`config.mk`:
```
export PLATFORM = sky130hd
export DESIGN_NAME = ipc_channel
export DESIGN_NICKNAME = d
export VERILOG_FILES = /design/src/logic/ipc_pkg.sv /design/src/logic/ipc_channel.sv /design/src/logic/ipc_prio.sv
export VERILOG_INCLUDE_DIRS = /design/src /design/src/logic
export SDC_FILE = /design/constraint.sdc
export NUM_CORES = 2
export LEC_CHECK = 0
export ABC_AREA = 1
export CAP_MARGIN = 10
export CORE_MARGIN = 2
export CORE_UTILIZATION = 34
export CTS_CLUSTER_DIAMETER = 60
export DETAILED_ROUTE_END_ITERATION = 12
export DONT_BUFFER_PORTS = 1
export GPL_TIMING_DRIVEN = 0
export PLACE_DENSITY = 0.44
export SYNTH_ARGS = -nofsm -noshare
export SYNTH_HDL_FRONTEND = slang
export SYNTH_SLANG_ARGS = --single-unit
```
`constraint.sdc`:
```
create_clock -name mclk -period 5.4 [get_ports mclk]
set_input_delay 0.27 -clock mclk [delete_from_list [all_inputs] [get_ports mclk]]
set_output_delay 0.27 -clock mclk [all_outputs]
set_load 0.01 [all_outputs]
```
`src/logic/ipc_cfg.svh`:
```
`ifndef IPC_CFG_SVH
`define IPC_CFG_SVH
// ****************************************************************
// command word layout, bit 15 of the word is the msb
// ****************************************************************
`define IPC_CW_DC      15
`define IPC_CW_COND    11
`define IPC_CW_ORD     14:12
`define IPC_CW_CNT     11:0
`define IPC_CW_TOP     15:12
`define IPC_ORD_JUMP   3'h0
`define IPC_ORD_RESID  3'h1
`define IPC_ORD_INTR   3'h2
`define IPC_ORD_END    3'h3
`define IPC_ORD_CTRL   3'h4
`define IPC_ORD_SENSE  3'h5
`define IPC_ORD_WRITE  3'h6
`define IPC_ORD_READ   3'h7
`define IPC_CNT_ONE    12'h001
`define IPC_CNT_ZERO   12'h000
`define IPC_RES_PAD    4'h0
`define IPC_PW_STEP    16'h0002
`define IPC_AW_STEP    16'h0001
`define IPC_DRT_PAD    10'h000
`define IPC_DRT_LOW    2'h0
`define IPC_NDEV       16
`define IPC_ONE_HOT    16'h0001
// ****************************************************************
// direct instruction codes
// ****************************************************************
`define IPC_DOP_READ   3'h0
`define IPC_DOP_WRITE  3'h1
`define IPC_DOP_TEST   3'h2
`define IPC_DOP_CTRL   3'h3
`define IPC_DOP_SETINT 3'h4
`define IPC_DOP_SETMSK 3'h5
`define IPC_DOP_START  3'h6
// ****************************************************************
// register map
// ****************************************************************
`define IPC_REG_DIO    4'h0
`define IPC_REG_DDATA  4'h1
`define IPC_REG_PEND   4'h2
`define IPC_REG_MASK   4'h3
`define IPC_REG_SELDEV 4'h4
`define IPC_REG_RUN    4'h5
`define IPC_DIO_OP     6:4
`define IPC_DIO_DEV    3:0
`define IPC_ST_PAD     13'h0000
`define IPC_SELDEV_PAD 12'h000
`define IPC_RST_WORD   16'h0000
`define IPC_RST_DEV    4'h0
`endif

```
`src/logic/ipc_pkg.sv`:
```
package ipc_pkg;
    // memory request, held until granted
    typedef struct packed {
        logic        req;
        logic        we;
        logic [15:0] addr;
        logic [15:0] wdata;
    } ipc_mreq_s;
    // order strobe towards a controller
    typedef struct packed {
        logic        stb;
        logic [3:0]  dev;
        logic [2:0]  ord;
        logic [11:0] cnt;
        logic [15:0] word;
        logic        last;
    } ipc_ord_s;
    // answer from the addressed controller
    typedef struct packed {
        logic [15:0] data;
        logic [15:0] status;
        logic        jump_ok;
    } ipc_dvi_s;
    // direct instruction towards a controller
    typedef struct packed {
        logic        stb;
        logic [2:0]  op;
        logic [3:0]  dev;
        logic [15:0] data;
    } ipc_dio_s;
    // decoded action of one order step
    typedef struct packed {
        logic        mem;
        logic        we;
        logic [15:0] addr;
        logic [15:0] wdata;
        logic        jmp;
        logic        fin;
        logic        dstb;
        logic        last;
        logic        refetch;
        logic [11:0] cnt;
    } ipc_act_s;
    typedef enum logic [2:0] {
        MX_IDLE, MX_PTR, MX_CMD, MX_ADW, MX_PUPD, MX_EXEC, MX_MEM, MX_FIN
    } ipc_mx_e;
    typedef enum logic [3:0] {
        SL_IDLE, SL_PTR, SL_CMD, SL_ADW, SL_WAIT, SL_EXEC, SL_MEM, SL_FIN, SL_PTRW
    } ipc_sl_e;
endpackage

```
`src/logic/ipc_channel.sv`:
```
`include "ipc_cfg.svh"
module ipc_channel (
    input  wire logic              mclk,
    input  wire logic              resetn,
    input  wire logic              ce,
    input  wire logic [3:0]        reg_addr,
    input  wire logic [15:0]       reg_wdata,
    input  wire logic              reg_wr,
    input  wire logic              reg_rd,
    output logic [15:0]            reg_rdata,
    output logic                   cpu_irq,
    output logic [3:0]             cpu_irq_dev,
    input  wire logic [15:0]       dev_irq,
    output ipc_pkg::ipc_dio_s      dio_o,
    input  wire logic              dio_ack,
    input  wire logic [15:0]       dio_rdata,
    output ipc_pkg::ipc_mreq_s     iop_mem_o,
    input  wire logic              iop_mem_gnt,
    input  wire logic [15:0]       iop_mem_rdata,
    input  wire logic [15:0]       mx_srv_req,
    output ipc_pkg::ipc_ord_s      mx_o,
    input  wire ipc_pkg::ipc_dvi_s mx_i,
    output ipc_pkg::ipc_mreq_s     sl_mem_o,
    input  wire logic              sl_mem_gnt,
    input  wire logic [15:0]       sl_mem_rdata,
    input  wire logic              sl_srv_req,
    output ipc_pkg::ipc_ord_s      sl_o,
    input  wire ipc_pkg::ipc_dvi_s sl_i
);
    import ipc_pkg::*;

    // ****************************************************************
    // order decode shared by both channels
    // ****************************************************************
    function automatic ipc_act_s exec_f(
        input logic [15:0] cw,
        input logic [15:0] aw,
        input logic [15:0] loc,
        input logic [15:0] drt,
        input ipc_dvi_s    di,
        input logic        mux
    );
        ipc_act_s    a;
        logic [11:0] nc;
        logic        ex;
        a = '0;
        nc = cw[`IPC_CW_CNT] + `IPC_CNT_ONE;
        ex = (nc == `IPC_CNT_ZERO);
        a.cnt = nc;
        a.dstb = 1'b1;
        a.refetch = 1'b1;
        a.last = 1'b1;
        case (cw[`IPC_CW_ORD])
            `IPC_ORD_JUMP: begin
                // jump target is the address word; the controller may refuse it
                if (!cw[`IPC_CW_COND] || di.jump_ok) begin
                    a.jmp = 1'b1;
                    a.mem = mux;
                    a.we = 1'b1;
                    a.addr = drt;
                    a.wdata = aw;
                end
            end
            `IPC_ORD_RESID: begin
                a.mem = 1'b1;
                a.we = 1'b1;
                a.addr = loc;
                a.wdata = {`IPC_RES_PAD, cw[`IPC_CW_CNT]};
            end
            `IPC_ORD_END: begin
                a.mem = 1'b1;
                a.we = 1'b1;
                a.addr = loc;
                a.wdata = di.status;
                a.fin = 1'b1;
            end
            `IPC_ORD_SENSE: begin
                a.mem = 1'b1;
                a.we = 1'b1;
                a.addr = loc;
                a.wdata = di.status;
            end
            `IPC_ORD_WRITE: begin
                // device strobe waits for the memory word
                a.mem = 1'b1;
                a.addr = aw;
                a.dstb = 1'b0;
                a.refetch = ex;
                a.last = ex && !cw[`IPC_CW_DC];
            end
            `IPC_ORD_READ: begin
                a.mem = 1'b1;
                a.we = 1'b1;
                a.addr = aw;
                a.wdata = di.data;
                a.refetch = ex;
                a.last = ex && !cw[`IPC_CW_DC];
            end
            default: begin
                // interrupt and control only strobe the controller
                a.dstb = 1'b1;
            end
        endcase
        return a;
    endfunction

    // ****************************************************************
    // register decode
    // ****************************************************************
    logic [15:0] ddata_q, mask_q, pend_q, run_q, vld_q, rdata_q, rd_val;
    logic [3:0]  seldev_q, irq_dev_q, irq_idx;
    logic        dbusy_q, irq_q, irq_any;
    ipc_dio_s    dio_q;
    ipc_mx_e     mx_st_q;
    ipc_sl_e     sl_st_q;
    wire         wr_dio = reg_wr && (reg_addr == `IPC_REG_DIO);
    wire         wr_dd = reg_wr && (reg_addr == `IPC_REG_DDATA);
    wire         wr_pend = reg_wr && (reg_addr == `IPC_REG_PEND);
    wire         wr_sdev = reg_wr && (reg_addr == `IPC_REG_SELDEV);
    wire [2:0]   go_op = reg_wdata[`IPC_DIO_OP];
    wire [3:0]   go_dev = reg_wdata[`IPC_DIO_DEV];
    wire         dio_go = wr_dio && !dbusy_q; // refused while busy
    wire         go_st = dio_go && (go_op == `IPC_DOP_START);
    wire         st_sel = go_st && (go_dev == seldev_q) && (sl_st_q == SL_IDLE);
    wire         st_mx = go_st && (go_dev != seldev_q);
    wire [15:0]  dev_bit = `IPC_ONE_HOT << go_dev;
    wire         cap_rd = dbusy_q && dio_ack &&
                          ((dio_q.op == `IPC_DOP_READ) || (dio_q.op == `IPC_DOP_TEST));
    wire [15:0]  stat_w = {`IPC_ST_PAD, mx_st_q != MX_IDLE, sl_st_q != SL_IDLE, dbusy_q};

    // read mux, unmapped offsets read zero
    assign rd_val = (reg_addr == `IPC_REG_DIO)    ? stat_w :
                    (reg_addr == `IPC_REG_DDATA)  ? ddata_q :
                    (reg_addr == `IPC_REG_PEND)   ? pend_q :
                    (reg_addr == `IPC_REG_MASK)   ? mask_q :
                    (reg_addr == `IPC_REG_SELDEV) ? {`IPC_SELDEV_PAD, seldev_q} :
                    (reg_addr == `IPC_REG_RUN)    ? run_q : `IPC_RST_WORD;
    assign reg_rdata = rdata_q;
    assign dio_o = dio_q;

    // ****************************************************************
    // direct instructions
    // ****************************************************************
    always_ff @(posedge mclk) begin
        if (!resetn) begin
            dio_q <= '0;
            dbusy_q <= 1'b0;
            ddata_q <= `IPC_RST_WORD;
            mask_q <= `IPC_RST_WORD;
            seldev_q <= `IPC_RST_DEV;
            rdata_q <= `IPC_RST_WORD;
        end else if (ce) begin
            rdata_q <= reg_rd ? rd_val : `IPC_RST_WORD;
            dio_q.stb <= dio_go;
            if (dio_go) begin
                dio_q.op <= go_op;
                dio_q.dev <= go_dev;
                dio_q.data <= ddata_q;
            end
            // busy until the controller acknowledges
            if (dio_go)
                dbusy_q <= 1'b1;
            else if (dio_ack)
                dbusy_q <= 1'b0;
            if (wr_dd)
                ddata_q <= reg_wdata;
            else if (cap_rd)
                ddata_q <= dio_rdata;
            if (dio_go && (go_op == `IPC_DOP_SETMSK))
                mask_q <= ddata_q;
            if (wr_sdev)
                seldev_q <= reg_wdata[`IPC_DIO_DEV];
        end
    end

    // ****************************************************************
    // cpu interrupt on behalf of controllers
    // ****************************************************************
    ipc_prio u_irq_prio (
        .req (pend_q & mask_q),
        .any (irq_any),
        .idx (irq_idx)
    );
    assign cpu_irq = irq_q;
    assign cpu_irq_dev = irq_dev_q;

    // a new request wins over a software clear in the same cycle
    always_ff @(posedge mclk) begin
        if (!resetn) begin
            pend_q <= `IPC_RST_WORD;
            irq_q <= 1'b0;
            irq_dev_q <= `IPC_RST_DEV;
        end else if (ce) begin
            pend_q <= (pend_q & ~(wr_pend ? reg_wdata : `IPC_RST_WORD)) | dev_irq |
                      ((dio_go && (go_op == `IPC_DOP_SETINT)) ? dev_bit : `IPC_RST_WORD);
            irq_q <= irq_any;
            irq_dev_q <= irq_idx;
        end
    end

    // ****************************************************************
    // multiplexer channel
    // ****************************************************************
    logic [15:0] pw_cw_q [`IPC_NDEV];
    logic [15:0] pw_aw_q [`IPC_NDEV];
    logic [15:0] pw_loc_q [`IPC_NDEV];
    logic [15:0] mx_cw_q, mx_aw_q, mx_loc_q, mx_ptr_q, ma_q, mw_q;
    logic [3:0]  mx_dev_q, mx_idx;
    logic        mwe_q, mx_any;
    ipc_act_s    mx_act_q, mx_a;
    ipc_ord_s    mx_o_q;
    wire [15:0]  mx_drt = {`IPC_DRT_PAD, mx_dev_q, `IPC_DRT_LOW};
    wire         mx_acc = (mx_st_q == MX_PTR) || (mx_st_q == MX_CMD) ||
                          (mx_st_q == MX_ADW) || (mx_st_q == MX_PUPD) ||
                          (mx_st_q == MX_MEM);
    wire         mx_g = mx_acc && iop_mem_gnt;

    ipc_prio u_mx_prio (
        .req (mx_srv_req & run_q),
        .any (mx_any),
        .idx (mx_idx)
    );
    assign mx_a = exec_f(mx_cw_q, mx_aw_q, mx_loc_q, mx_drt, mx_i, 1'b1);
    assign iop_mem_o = {mx_acc, mwe_q, ma_q, mw_q};
    assign mx_o = mx_o_q;

    // one word per grant, then back to arbitration
    always_ff @(posedge mclk) begin
        if (!resetn) begin
            mx_st_q <= MX_IDLE;
            mx_dev_q <= `IPC_RST_DEV;
            {mx_cw_q, mx_aw_q, mx_loc_q, mx_ptr_q} <= '0;
            {ma_q, mw_q, mwe_q} <= '0;
            mx_act_q <= '0;
            mx_o_q <= '0;
        end else if (ce) begin
            mx_o_q.stb <= 1'b0;
            case (mx_st_q)
                MX_IDLE: if (mx_any) begin
                    mx_dev_q <= mx_idx;
                    mx_cw_q <= pw_cw_q[mx_idx];
                    mx_aw_q <= pw_aw_q[mx_idx];
                    mx_loc_q <= pw_loc_q[mx_idx];
                    ma_q <= {`IPC_DRT_PAD, mx_idx, `IPC_DRT_LOW};
                    mwe_q <= 1'b0;
                    mx_st_q <= vld_q[mx_idx] ? MX_EXEC : MX_PTR;
                end
                MX_PTR: if (mx_g) begin
                    mx_ptr_q <= iop_mem_rdata;
                    ma_q <= iop_mem_rdata;
                    mx_st_q <= MX_CMD;
                end
                MX_CMD: if (mx_g) begin
                    mx_cw_q <= iop_mem_rdata;
                    ma_q <= mx_ptr_q + `IPC_AW_STEP;
                    mx_st_q <= MX_ADW;
                end
                MX_ADW: if (mx_g) begin
                    mx_aw_q <= iop_mem_rdata;
                    mx_loc_q <= ma_q;
                    ma_q <= mx_drt;
                    mw_q <= mx_ptr_q + `IPC_PW_STEP;
                    mwe_q <= 1'b1;
                    mx_st_q <= MX_PUPD;
                end
                MX_PUPD: if (mx_g) begin
                    mwe_q <= 1'b0;
                    mx_st_q <= MX_EXEC;
                end
                MX_EXEC: begin
                    mx_act_q <= mx_a;
                    mx_o_q <= {mx_a.dstb, mx_dev_q, mx_cw_q[`IPC_CW_ORD],
                               mx_cw_q[`IPC_CW_CNT], mx_aw_q, mx_a.last};
                    ma_q <= mx_a.addr;
                    mw_q <= mx_a.wdata;
                    mwe_q <= mx_a.we;
                    mx_st_q <= mx_a.mem ? MX_MEM : MX_FIN;
                end
                MX_MEM: if (mx_g) begin
                    mwe_q <= 1'b0;
                    if (mx_cw_q[`IPC_CW_ORD] == `IPC_ORD_WRITE)
                        mx_o_q <= {1'b1, mx_dev_q, mx_cw_q[`IPC_CW_ORD],
                                   mx_cw_q[`IPC_CW_CNT], iop_mem_rdata, mx_act_q.last};
                    mx_st_q <= MX_FIN;
                end
                default: mx_st_q <= MX_IDLE;
            endcase
        end
    end

    // storage array write-back after each step
    always_ff @(posedge mclk) begin
        if (ce && (mx_st_q == MX_FIN)) begin
            pw_cw_q[mx_dev_q] <= {mx_cw_q[`IPC_CW_TOP], mx_act_q.cnt};
            pw_aw_q[mx_dev_q] <= mx_aw_q + `IPC_AW_STEP;
            pw_loc_q[mx_dev_q] <= mx_loc_q;
        end
    end

    // valid and running flags; a start wins over the step end
    always_ff @(posedge mclk) begin
        if (!resetn) begin
            vld_q <= `IPC_RST_WORD;
            run_q <= `IPC_RST_WORD;
        end else if (ce) begin
            if (mx_st_q == MX_FIN) begin
                vld_q[mx_dev_q] <= !(mx_act_q.refetch || mx_act_q.jmp);
                if (mx_act_q.fin)
                    run_q[mx_dev_q] <= 1'b0;
            end
            // per-bit, so a step end of another device in this cycle is kept
            if (st_mx) begin
                run_q[go_dev] <= 1'b1;
                vld_q[go_dev] <= 1'b0;
            end
        end
    end

    // ****************************************************************
    // selector channel, its own memory port
    // ****************************************************************
    logic [15:0] sl_cw_q, sl_aw_q, sl_loc_q, sl_ptr_q, sa_q, sw_q;
    logic        swe_q;
    ipc_act_s    sl_act_q, sl_a;
    ipc_ord_s    sl_o_q;
    wire [15:0]  sl_drt = {`IPC_DRT_PAD, seldev_q, `IPC_DRT_LOW};
    wire         sl_acc = (sl_st_q == SL_PTR) || (sl_st_q == SL_CMD) ||
                          (sl_st_q == SL_ADW) || (sl_st_q == SL_MEM) ||
                          (sl_st_q == SL_PTRW);
    wire         sl_g = sl_acc && sl_mem_gnt;

    assign sl_a = exec_f(sl_cw_q, sl_aw_q, sl_loc_q, sl_drt, sl_i, 1'b0);
    assign sl_mem_o = {sl_acc, swe_q, sa_q, sw_q};
    assign sl_o = sl_o_q;

    // dedicated to one controller from start until the end order
    always_ff @(posedge mclk) begin
        if (!resetn) begin
            sl_st_q <= SL_IDLE;
            {sl_cw_q, sl_aw_q, sl_loc_q, sl_ptr_q} <= '0;
            {sa_q, sw_q, swe_q} <= '0;
            sl_act_q <= '0;
            sl_o_q <= '0;
        end else if (ce) begin
            sl_o_q.stb <= 1'b0;
            case (sl_st_q)
                SL_IDLE: if (st_sel) begin
                    sa_q <= sl_drt;
                    swe_q <= 1'b0;
                    sl_st_q <= SL_PTR;
                end
                SL_PTR: if (sl_g) begin
                    sl_ptr_q <= sl_mem_rdata;
                    sa_q <= sl_mem_rdata;
                    sl_st_q <= SL_CMD;
                end
                SL_CMD: if (sl_g) begin
                    sl_cw_q <= sl_mem_rdata;
                    sa_q <= sl_ptr_q + `IPC_AW_STEP;
                    sl_st_q <= SL_ADW;
                end
                SL_ADW: if (sl_g) begin
                    sl_aw_q <= sl_mem_rdata;
                    sl_loc_q <= sa_q;
                    sl_ptr_q <= sl_ptr_q + `IPC_PW_STEP;
                    sl_st_q <= SL_WAIT;
                end
                SL_WAIT: if (sl_srv_req)
                    sl_st_q <= SL_EXEC;
                SL_EXEC: begin
                    sl_act_q <= sl_a;
                    sl_o_q <= {sl_a.dstb, seldev_q, sl_cw_q[`IPC_CW_ORD],
                               sl_cw_q[`IPC_CW_CNT], sl_aw_q, sl_a.last};
                    sa_q <= sl_a.addr;
                    sw_q <= sl_a.wdata;
                    swe_q <= sl_a.we;
                    sl_st_q <= sl_a.mem ? SL_MEM : SL_FIN;
                end
                SL_MEM: if (sl_g) begin
                    swe_q <= 1'b0;
                    if (sl_cw_q[`IPC_CW_ORD] == `IPC_ORD_WRITE)
                        sl_o_q <= {1'b1, seldev_q, sl_cw_q[`IPC_CW_ORD],
                                   sl_cw_q[`IPC_CW_CNT], sl_mem_rdata, sl_act_q.last};
                    sl_st_q <= SL_FIN;
                end
                SL_FIN: begin
                    if (sl_act_q.fin) begin
                        // hand the pointer back before going idle
                        sa_q <= sl_drt;
                        sw_q <= sl_ptr_q;
                        swe_q <= 1'b1;
                        sl_st_q <= SL_PTRW;
                    end else if (sl_act_q.jmp) begin
                        sl_ptr_q <= sl_aw_q;
                        sa_q <= sl_aw_q;
                        sl_st_q <= SL_CMD;
                    end else if (sl_act_q.refetch) begin
                        sa_q <= sl_ptr_q;
                        sl_st_q <= SL_CMD;
                    end else begin
                        sl_cw_q <= {sl_cw_q[`IPC_CW_TOP], sl_act_q.cnt};
                        sl_aw_q <= sl_aw_q + `IPC_AW_STEP;
                        sl_st_q <= SL_WAIT;
                    end
                end
                SL_PTRW: if (sl_g) begin
                    swe_q <= 1'b0;
                    sl_st_q <= SL_IDLE;
                end
                default: sl_st_q <= SL_IDLE;
            endcase
        end
    end
endmodule // ipc_channel

```
`src/logic/ipc_prio.sv`:
```
module ipc_prio (
    input  wire logic [15:0] req,
    output logic             any,
    output logic [3:0]       idx
);
    logic [16:0] seen;
    logic [3:0]  part [17];
    // ****************************************************************
    // fixed priority, lowest index wins
    // ****************************************************************
    assign seen[0] = 1'b0;
    assign part[0] = 4'h0;
    genvar i;
    for (i = 0; i < 16; i++) begin : g_pr
        assign seen[i+1] = seen[i] | req[i];
        assign part[i+1] = part[i] | ((req[i] && !seen[i]) ? 4'(i) : 4'h0);
    end
    assign any = seen[16];
    assign idx = part[16];
endmodule // ipc_prio

```
==> After elaboration in Yosys (flattened, before gate mapping) <==
Memories as Yosys holds them, arrays and structs flattened.
Index checks and enable logic that the tools add are counted.
{ "classes": {"addsub": 8, "n_mul": 0, "div": 0, "magnitude_cmp": 5, "eq_ne": 59, "n_shift": 1, "muxes": 149, "n_bitwise": 70, "n_reduce_logical": 161} }
{ "op_table": {"columns": ["op", "n"], "rows": [
  ["2-to-1 mux 16 bit", 42],
  ["case mux 16 bit (2 select lines)", 7],
  ["case mux 16 bit (5 select lines)", 2],
  ["2-to-1 mux 37 bit", 4],
  ["case mux 37 bit (2 select lines)", 2],
  ["case mux 16 bit (3 select lines)", 3],
  ["case mux 16 bit (4 select lines)", 2],
  ["OR 4 bit", 28],
  ["2-to-1 mux 4 bit", 24],
  ["AND 16 bit", 5],
  ["adder 16 x 1 -> 16 bit (second input constant)", 4],
  ["2-to-1 mux 3 bit", 17],
  ["logical AND 1 bit", 50],
  ["inverter 16 bit", 3],
  ["OR 16 bit", 3],
  ["equality test 3 bit (second input constant)", 13],
  ["logical NOT 1 bit", 36],
  ["2-to-1 mux 12 bit", 3],
  ["inequality test 2 bit (second input constant)", 18],
  ["case mux 4 bit (9 select lines)", 1],
  ["2-to-1 mux 35 bit", 1],
  ["2-to-1 mux 34 bit", 1],
  ["adder 16 x 2 -> 16 bit (second input constant)", 2],
  ["OR 1 bit", 30],
  ["other kinds (42)", 152]
]} }
{ "totals": {"regBits": 441, "latch_bits": 0, "mem_bits_rw": 768, "romBits": 0, "inputBits": 175, "out_inout_bits": 187, "wordCells": 510, "n_memories": 3} }
{ "memory_table": {"columns": ["name", "depth", "word_bits", "rd", "rd_ports_with_merged_regs", "write_ports", "line", "source"], "rows": [
  ["pw_aw_q", 16, 16, 1, 0, 1, "ipc_channel.sv:205", "logic [15:0] pw_aw_q [`IPC_NDEV];"],
  ["pw_cw_q", 16, 16, 1, 0, 1, "ipc_channel.sv:204", "logic [15:0] pw_cw_q [`IPC_NDEV];"],
  ["pw_loc_q", 16, 16, 1, 0, 1, "ipc_channel.sv:206", "logic [15:0] pw_loc_q [`IPC_NDEV];"]
]} }

==> Depth between registers and ports, before layout <==
{ "depth": {"word_depth": 24, "ltp_mapped": 19, "depth_no_buf": 17} }

==> Cells and area by module <==
A second synthesis with hierarchy kept.
{ "hier_totals": {"cells_unflattened": 5627, "hier_area_um2": 52949.5} }
{ "modules_own_cells": {"columns": ["module", "n_inst", "cells_each", "area_each_um2", "seq_area_each_um2"], "rows": [
  ["ipc_channel", 1, 5503, 52331.4, 31890.6],
  ["ipc_prio", 2, 62, 309.0, 0.0]
]} }

==> Least setup slack after synthesis <==
No wires, ideal clock.
{ "synth_path": {"kind": "register to register", "start": "register mx_st_q[1]", "end": "memory pw_aw_q[1][0] (enable)", "setup_ps": 457, "arrival_ps": 3353, "required_time_ps": 4943, "path_slack_ps": 1591, "path_stages_with_launch": 8, "n_path_buf": 1, "period_less_slack_ps": 3809, "path_cell_list": "dfxtp_1 -> clkbuf_1 -> nand2_1 -> nor2_1 -> inv_1 -> nor2_1 -> inv_1 -> nor2_1"} }
{ "synth_via": {"elab_chain_len": 4} }
{ "synth_rtl": {"columns": ["element", "line", "source"], "rows": [
  ["from (decl)", "ipc_channel.sv:114", "ipc_mx_e mx_st_q;"],
  ["from (signal assigned)", "ipc_channel.sv:246", "mx_st_q <= vld_q[mx_idx] ? MX_EXEC : MX_PTR;"],
  ["from (signal assigned)", "ipc_channel.sv:277", "mx_st_q <= mx_a.mem ? MX_MEM : MX_FIN;"],
  ["equality test 3 bit", "ipc_channel.sv:293", "if (ce && (mx_st_q == MX_FIN)) begin"],
  ["logical AND 1 bit", "ipc_channel.sv:293", null],
  ["2-to-1 mux 1 bit", "ipc_channel.sv:293", null],
  ["2-to-1 mux 1 bit", null, null],
  ["to (decl)", "ipc_channel.sv:205", null]
]} }
Every way passes these cells.

==> Final worst setup path <==
{ "layout_path": {"start": "register sl_cw_q[14]", "end": "register sw_q[5]"} }
{ "layout_via": {"elab_chain_len": 4, "word_cells_on_any_way": 8, "cone_classes": "eq/ne: 4; mux: 2; reduce/logical: 2"} }
{ "layout_rtl": {"columns": ["element", "line", "source"], "rows": [
  ["from (decl)", "ipc_channel.sv:322", "logic [15:0] sl_cw_q, sl_aw_q, sl_loc_q, sl_ptr_q, sa_q, sw_q;"],
  ["from (signal assigned)", "ipc_channel.sv:358", "sl_cw_q <= sl_mem_rdata;"],
  ["from (signal assigned)", "ipc_channel.sv:401", "sl_cw_q <= {sl_cw_q[`IPC_CW_TOP], sl_act_q.cnt};"],
  ["equality test 3 bit / equality test 3 x 2 -> 1 bit (equally long branches)", "ipc_channel.sv:53", "case (cw[`IPC_CW_ORD])"],
  ["OR reduction 2 bit (no source line)", null, null],
  ["case mux 16 bit (4 select lines) *", "ipc_channel.sv:53", null],
  ["case mux 16 bit (2 select lines) *", "ipc_channel.sv:346", "case (sl_st_q)"],
  ["to (signal assigned)", "ipc_channel.sv:375", "sw_q <= sl_a.wdata;"],
  ["to (signal assigned)", "ipc_channel.sv:390", "sw_q <= sl_ptr_q;"],
  ["to (decl)", "ipc_channel.sv:322", null]
]} }
Every way passes the cells marked *; elsewhere a longest branch is shown, timed or not.
A chain may end at the register's enable or synchronous reset.

==> impl_metrics.env <==
export IMPL_status="complete, no violations"
export IMPL_worst_setup_path_type="flip-flop to flip-flop"
export IMPL_clk_latency_ns=0.81
export IMPL_wl_per_cell_um=29.81
export IMPL_route_met2_wl_um=123600
export IMPL_synth_avg_cell_area_um2=8.779
export IMPL_die_area_um2=169100
export IMPL_holdPathStages=6
export IMPL_final_max_slew_viol_count=0
export IMPL_rows=149
export IMPL_end_kind="flip-flop"
export IMPL_top_layer_used="met5"
export IMPL_area_growth_pct=18.10
export IMPL_ys_flop_type="edfxtp_1"
export IMPL_crit_path_frequent_cell="nor2_1"
export IMPL_drc=0
export IMPL_worst_r2r_cell_count=11
export IMPL_cts_tree="built"
export IMPL_cts_inserted_buffers=153
export IMPL_hold_path_class="input pin to flip-flop"
export IMPL_vdd_drop_max_mv=0.3374
export IMPL_antenna_found_initial=24
export IMPL_grt_usage=0.3141
export IMPL_gp_congestion=1.015
export IMPL_dp_slack_ns=1.215
export IMPL_ant_nets=0
export IMPL_yosysSeqAreaShare=0.5657
export IMPL_core_area_um2=164800
export IMPL_cp_cell_sequence="nor2_1 > o21ai_0 > nor2_1 > inv_1 > clkbuf_1 > o22ai_1 > a221oi_1 > dlygate4sd3_1 > nor2_1 > a21oi_1 > a21oi_1"
export IMPL_synth_cell_types=59
export IMPL_synth_seq_cells=1209
export IMPL_die_x_um=411.2
export IMPL_layout_drive_gt1_share=0.07090
export IMPL_tightest_slew_ns=1.344
export IMPL_port_buffers=0
export IMPL_finClkSkew_ns=0.03525
export IMPL_num_vias=49860
export IMPL_r2r_end="sw_q[5]"
export IMPL_synthCells=6421
export IMPL_wl_um=271100
export IMPL_fin_crit_sh=0.8192
export IMPL_final_setup_viol_count=0
export IMPL_drv_cap=0
export IMPL_crit_slowest_cell="nor2_1"
export IMPL_viasPerCell=5.481
export IMPL_setup_ws_ns=0.9764
export IMPL_netlist_area_um2=56370
export IMPL_required_ns=6.12
export IMPL_grt_max_degree=43
export IMPL_dr_wl_met3_um=25120
export IMPL_synth_warning_count=0
export IMPL_initial_core_util=0.3420
export IMPL_start_kind="flip-flop"
export IMPL_slew_headroom=0.1038
export IMPL_met1_length_um=110700
export IMPL_placed_area_um2=60060
export IMPL_die_y_um=411.2
export IMPL_cts_htree_levels=4
export IMPL_rsz0062_at_grt="no"
export IMPL_whs_endpoint="reg_rdata[15]"
export IMPL_clkSinkCount=1209
export IMPL_synth_edf_count=768
export IMPL_drtIter0Drc=5435
export IMPL_grt_pass1_vias=47620
export IMPL_synth_nets=6604
export IMPL_ff2ff_setup_slack_ns=0.98
export IMPL_fin_nets=6959
export IMPL_design_area_um2=66570
export IMPL_cts_setup_buffers=0
export IMPL_grt_overflow_total=0
export IMPL_power_density_nw_per_um2=331.3
export IMPL_clockRootBuffer="clkbuf_16"
export IMPL_p_leak_nw=25.82
export IMPL_hpwlAfterDp_um=201200
export IMPL_async_flop_share=0
export IMPL_clockBufferDepth=3
export IMPL_min_from="reg_addr[2]"
export IMPL_ios=362
export IMPL_finalCriticalPeriod_ns=4.424
export IMPL_grt_pass1_wl_um=373600
export IMPL_cp_max_fo=10
export IMPL_r2r_start="sl_cw_q[14]"
export IMPL_path_clk_slew_ns=0.06
export IMPL_slowest_delay_ns=0.95
export IMPL_cp_data_arrival_time_ns=5.14
export IMPL_hold_viol=0
export IMPL_clock_fmax_ghz=0.2261
export IMPL_drt_first_pass_iters=6
[flip-flops by register name (all words and copies together), names as in the netlist, 24 cells and up]
register / count
pw_loc_q: 256
pw_cw_q: 256
dio_o: 24
pw_aw_q: 256
sl_o: 37
mx_o: 37
[critical path, delay by kind of cell (launching register included)]
family          cells  cell delay (ns)
simple gates        3             1.49
flops               1             0.38
buf+inv             3             1.49
compound gates      5             1.00
[what timing repair did]
action,4_1_cts,5_1_grt
endpoints found under the setup margin,0,0
hold endpoints to repair,241,0
hold buffers,154,0
gates resized for setup,0,0
[area by class of cell]
cell class / instances / area (um^2)
plain buffers: 389 / 1748
inverters: 1000 / 3769
diodes: 11 / 27.53
fillers: 16830 / 98230
multi-input cells: 3823 / 19130
repair buffers: 200 / 2359
well taps: 2189 / 2739
clock inverters: 72 / 640.6
clock buffers: 204 / 4267
flip-flops and latches: 1209 / 31890
[worst max-delay path by stage]
stage	from	endpoint	slack, ns	cells after the start
after floorplan	mx_st_q[1]	pw_aw_q[1][0]	1.59	7
after global placement	ce	run_q[1]	-3.20	8
after detailed placement	ce	pw_aw_q[8][13]	1.22	7
after CTS	mx_cw_q[14]	mw_q[0]	1.23	10
after global routing	sl_cw_q[13]	sw_q[5]	0.85	11
final	sl_cw_q[14]	sw_q[5]	0.98	11
[layer usage]
| layer | up-vias | global-route usage |
|---|---|---|
| met3 | 494 | 0.09095 |
| li1 | 22550 | - |
| met5 | - | 0 |
| met1 | 24570 | 0.4000 |
| met2 | 2230 | 0.5022 |
| met4 | 16 | 0.1211 |
[where the power goes]
part / internal (W) / switching, W
registers: 0.00994 / 0.000312
logic: 0.000422 / 0.00121
clock network: 0.00594 / 0.00423
total: 0.0163 / 0.00575
[stage by stage]
stage | setup TNS, ns | cells | hold slack, ns | utilization | total power, W
after floorplan | 0 | 6421 | 0.4128 | - | 0.01112
after global placement | -1382.88 | 8610 | 0.4172 | 0.3587 | 0.01189
after detailed placement | 0 | 8652 | 0.4238 | 0.3644 | 0.01190
after CTS | 0 | 9082 | 0.001578 | 0.4036 | 0.02213
after global routing | 0 | 9088 | 0.03890 | 0.4038 | 0.02265
final | 0 | 9097 | 0.05196 | 0.4039 | 0.02206
[cell families (layout without fill, tap and decap cells)]
kind of cell	Yosys count	after routing	share of synthesized area
and+or+nand+nor	2643	2643	0.2142
buffers and inverters	1389	1865	0.09753
DFF	1209	1209	0.5657
AOI/OAI and AO/OA	1131	1131	0.1144
xor gates and xnor gates	41	41	0.006370
adders and majority gates	8	8	0.001776
other	0	11	0
[cells in the mapped netlist (all sizes together), types with 29 or more instances]
cell / count / area share
a221oi: 29 / 0.0045
nand2: 1069 / 0.071
inv: 994 / 0.066
a21oi: 479 / 0.043
edfxtp: 768 / 0.41
nand3: 1056 / 0.094
dfxtp: 441 / 0.16
a31oi: 62 / 0.0069
buf: 178 / 0.017
a211oi: 39 / 0.0053
o22ai: 50 / 0.0055
nor3: 59 / 0.0055
o211ai: 53 / 0.0071
nor2: 275 / 0.019
o21ai: 330 / 0.029
xor2: 35 / 0.0054
nand3b: 146 / 0.020
clkbuf: 211 / 0.014
[layout by cell type, fill, tap and decap left out, types with 12 or more instances in the layout]
cell type      Yosys  final
a221oi_1          29     29
clkinv_2           0     24
o211ai_1          52     52
buf_2            125    126
o22ai_1           50     50
nand4_1           20     20
o2111ai_1         22     22
buf_4             18     24
buf_12             0     21
a21oi_1          478    478
nor2_1           265    255
nand3_1         1054   1054
clkbuf_8           0     14
a22oi_1           18     18
o221ai_1          13     13
edfxtp_1         768    768
nand3b_1         145    145
a31oi_1           62     62
clkinv_1           6     23
dfxtp_1          441    441
o21ai_0          326    326
buf_1             27     26
nor3_1            57     56
nand2_1         1066   1066
nor2_4             4     14
clkbuf_1         211    241
a211oi_1          38     38
inv_1            985    979
dlygate4sd3_1      0    154
o31ai_1           12     12
xor2_1            35     28
clkbuf_16          0    158
Power figures use the tool's default switching activity.
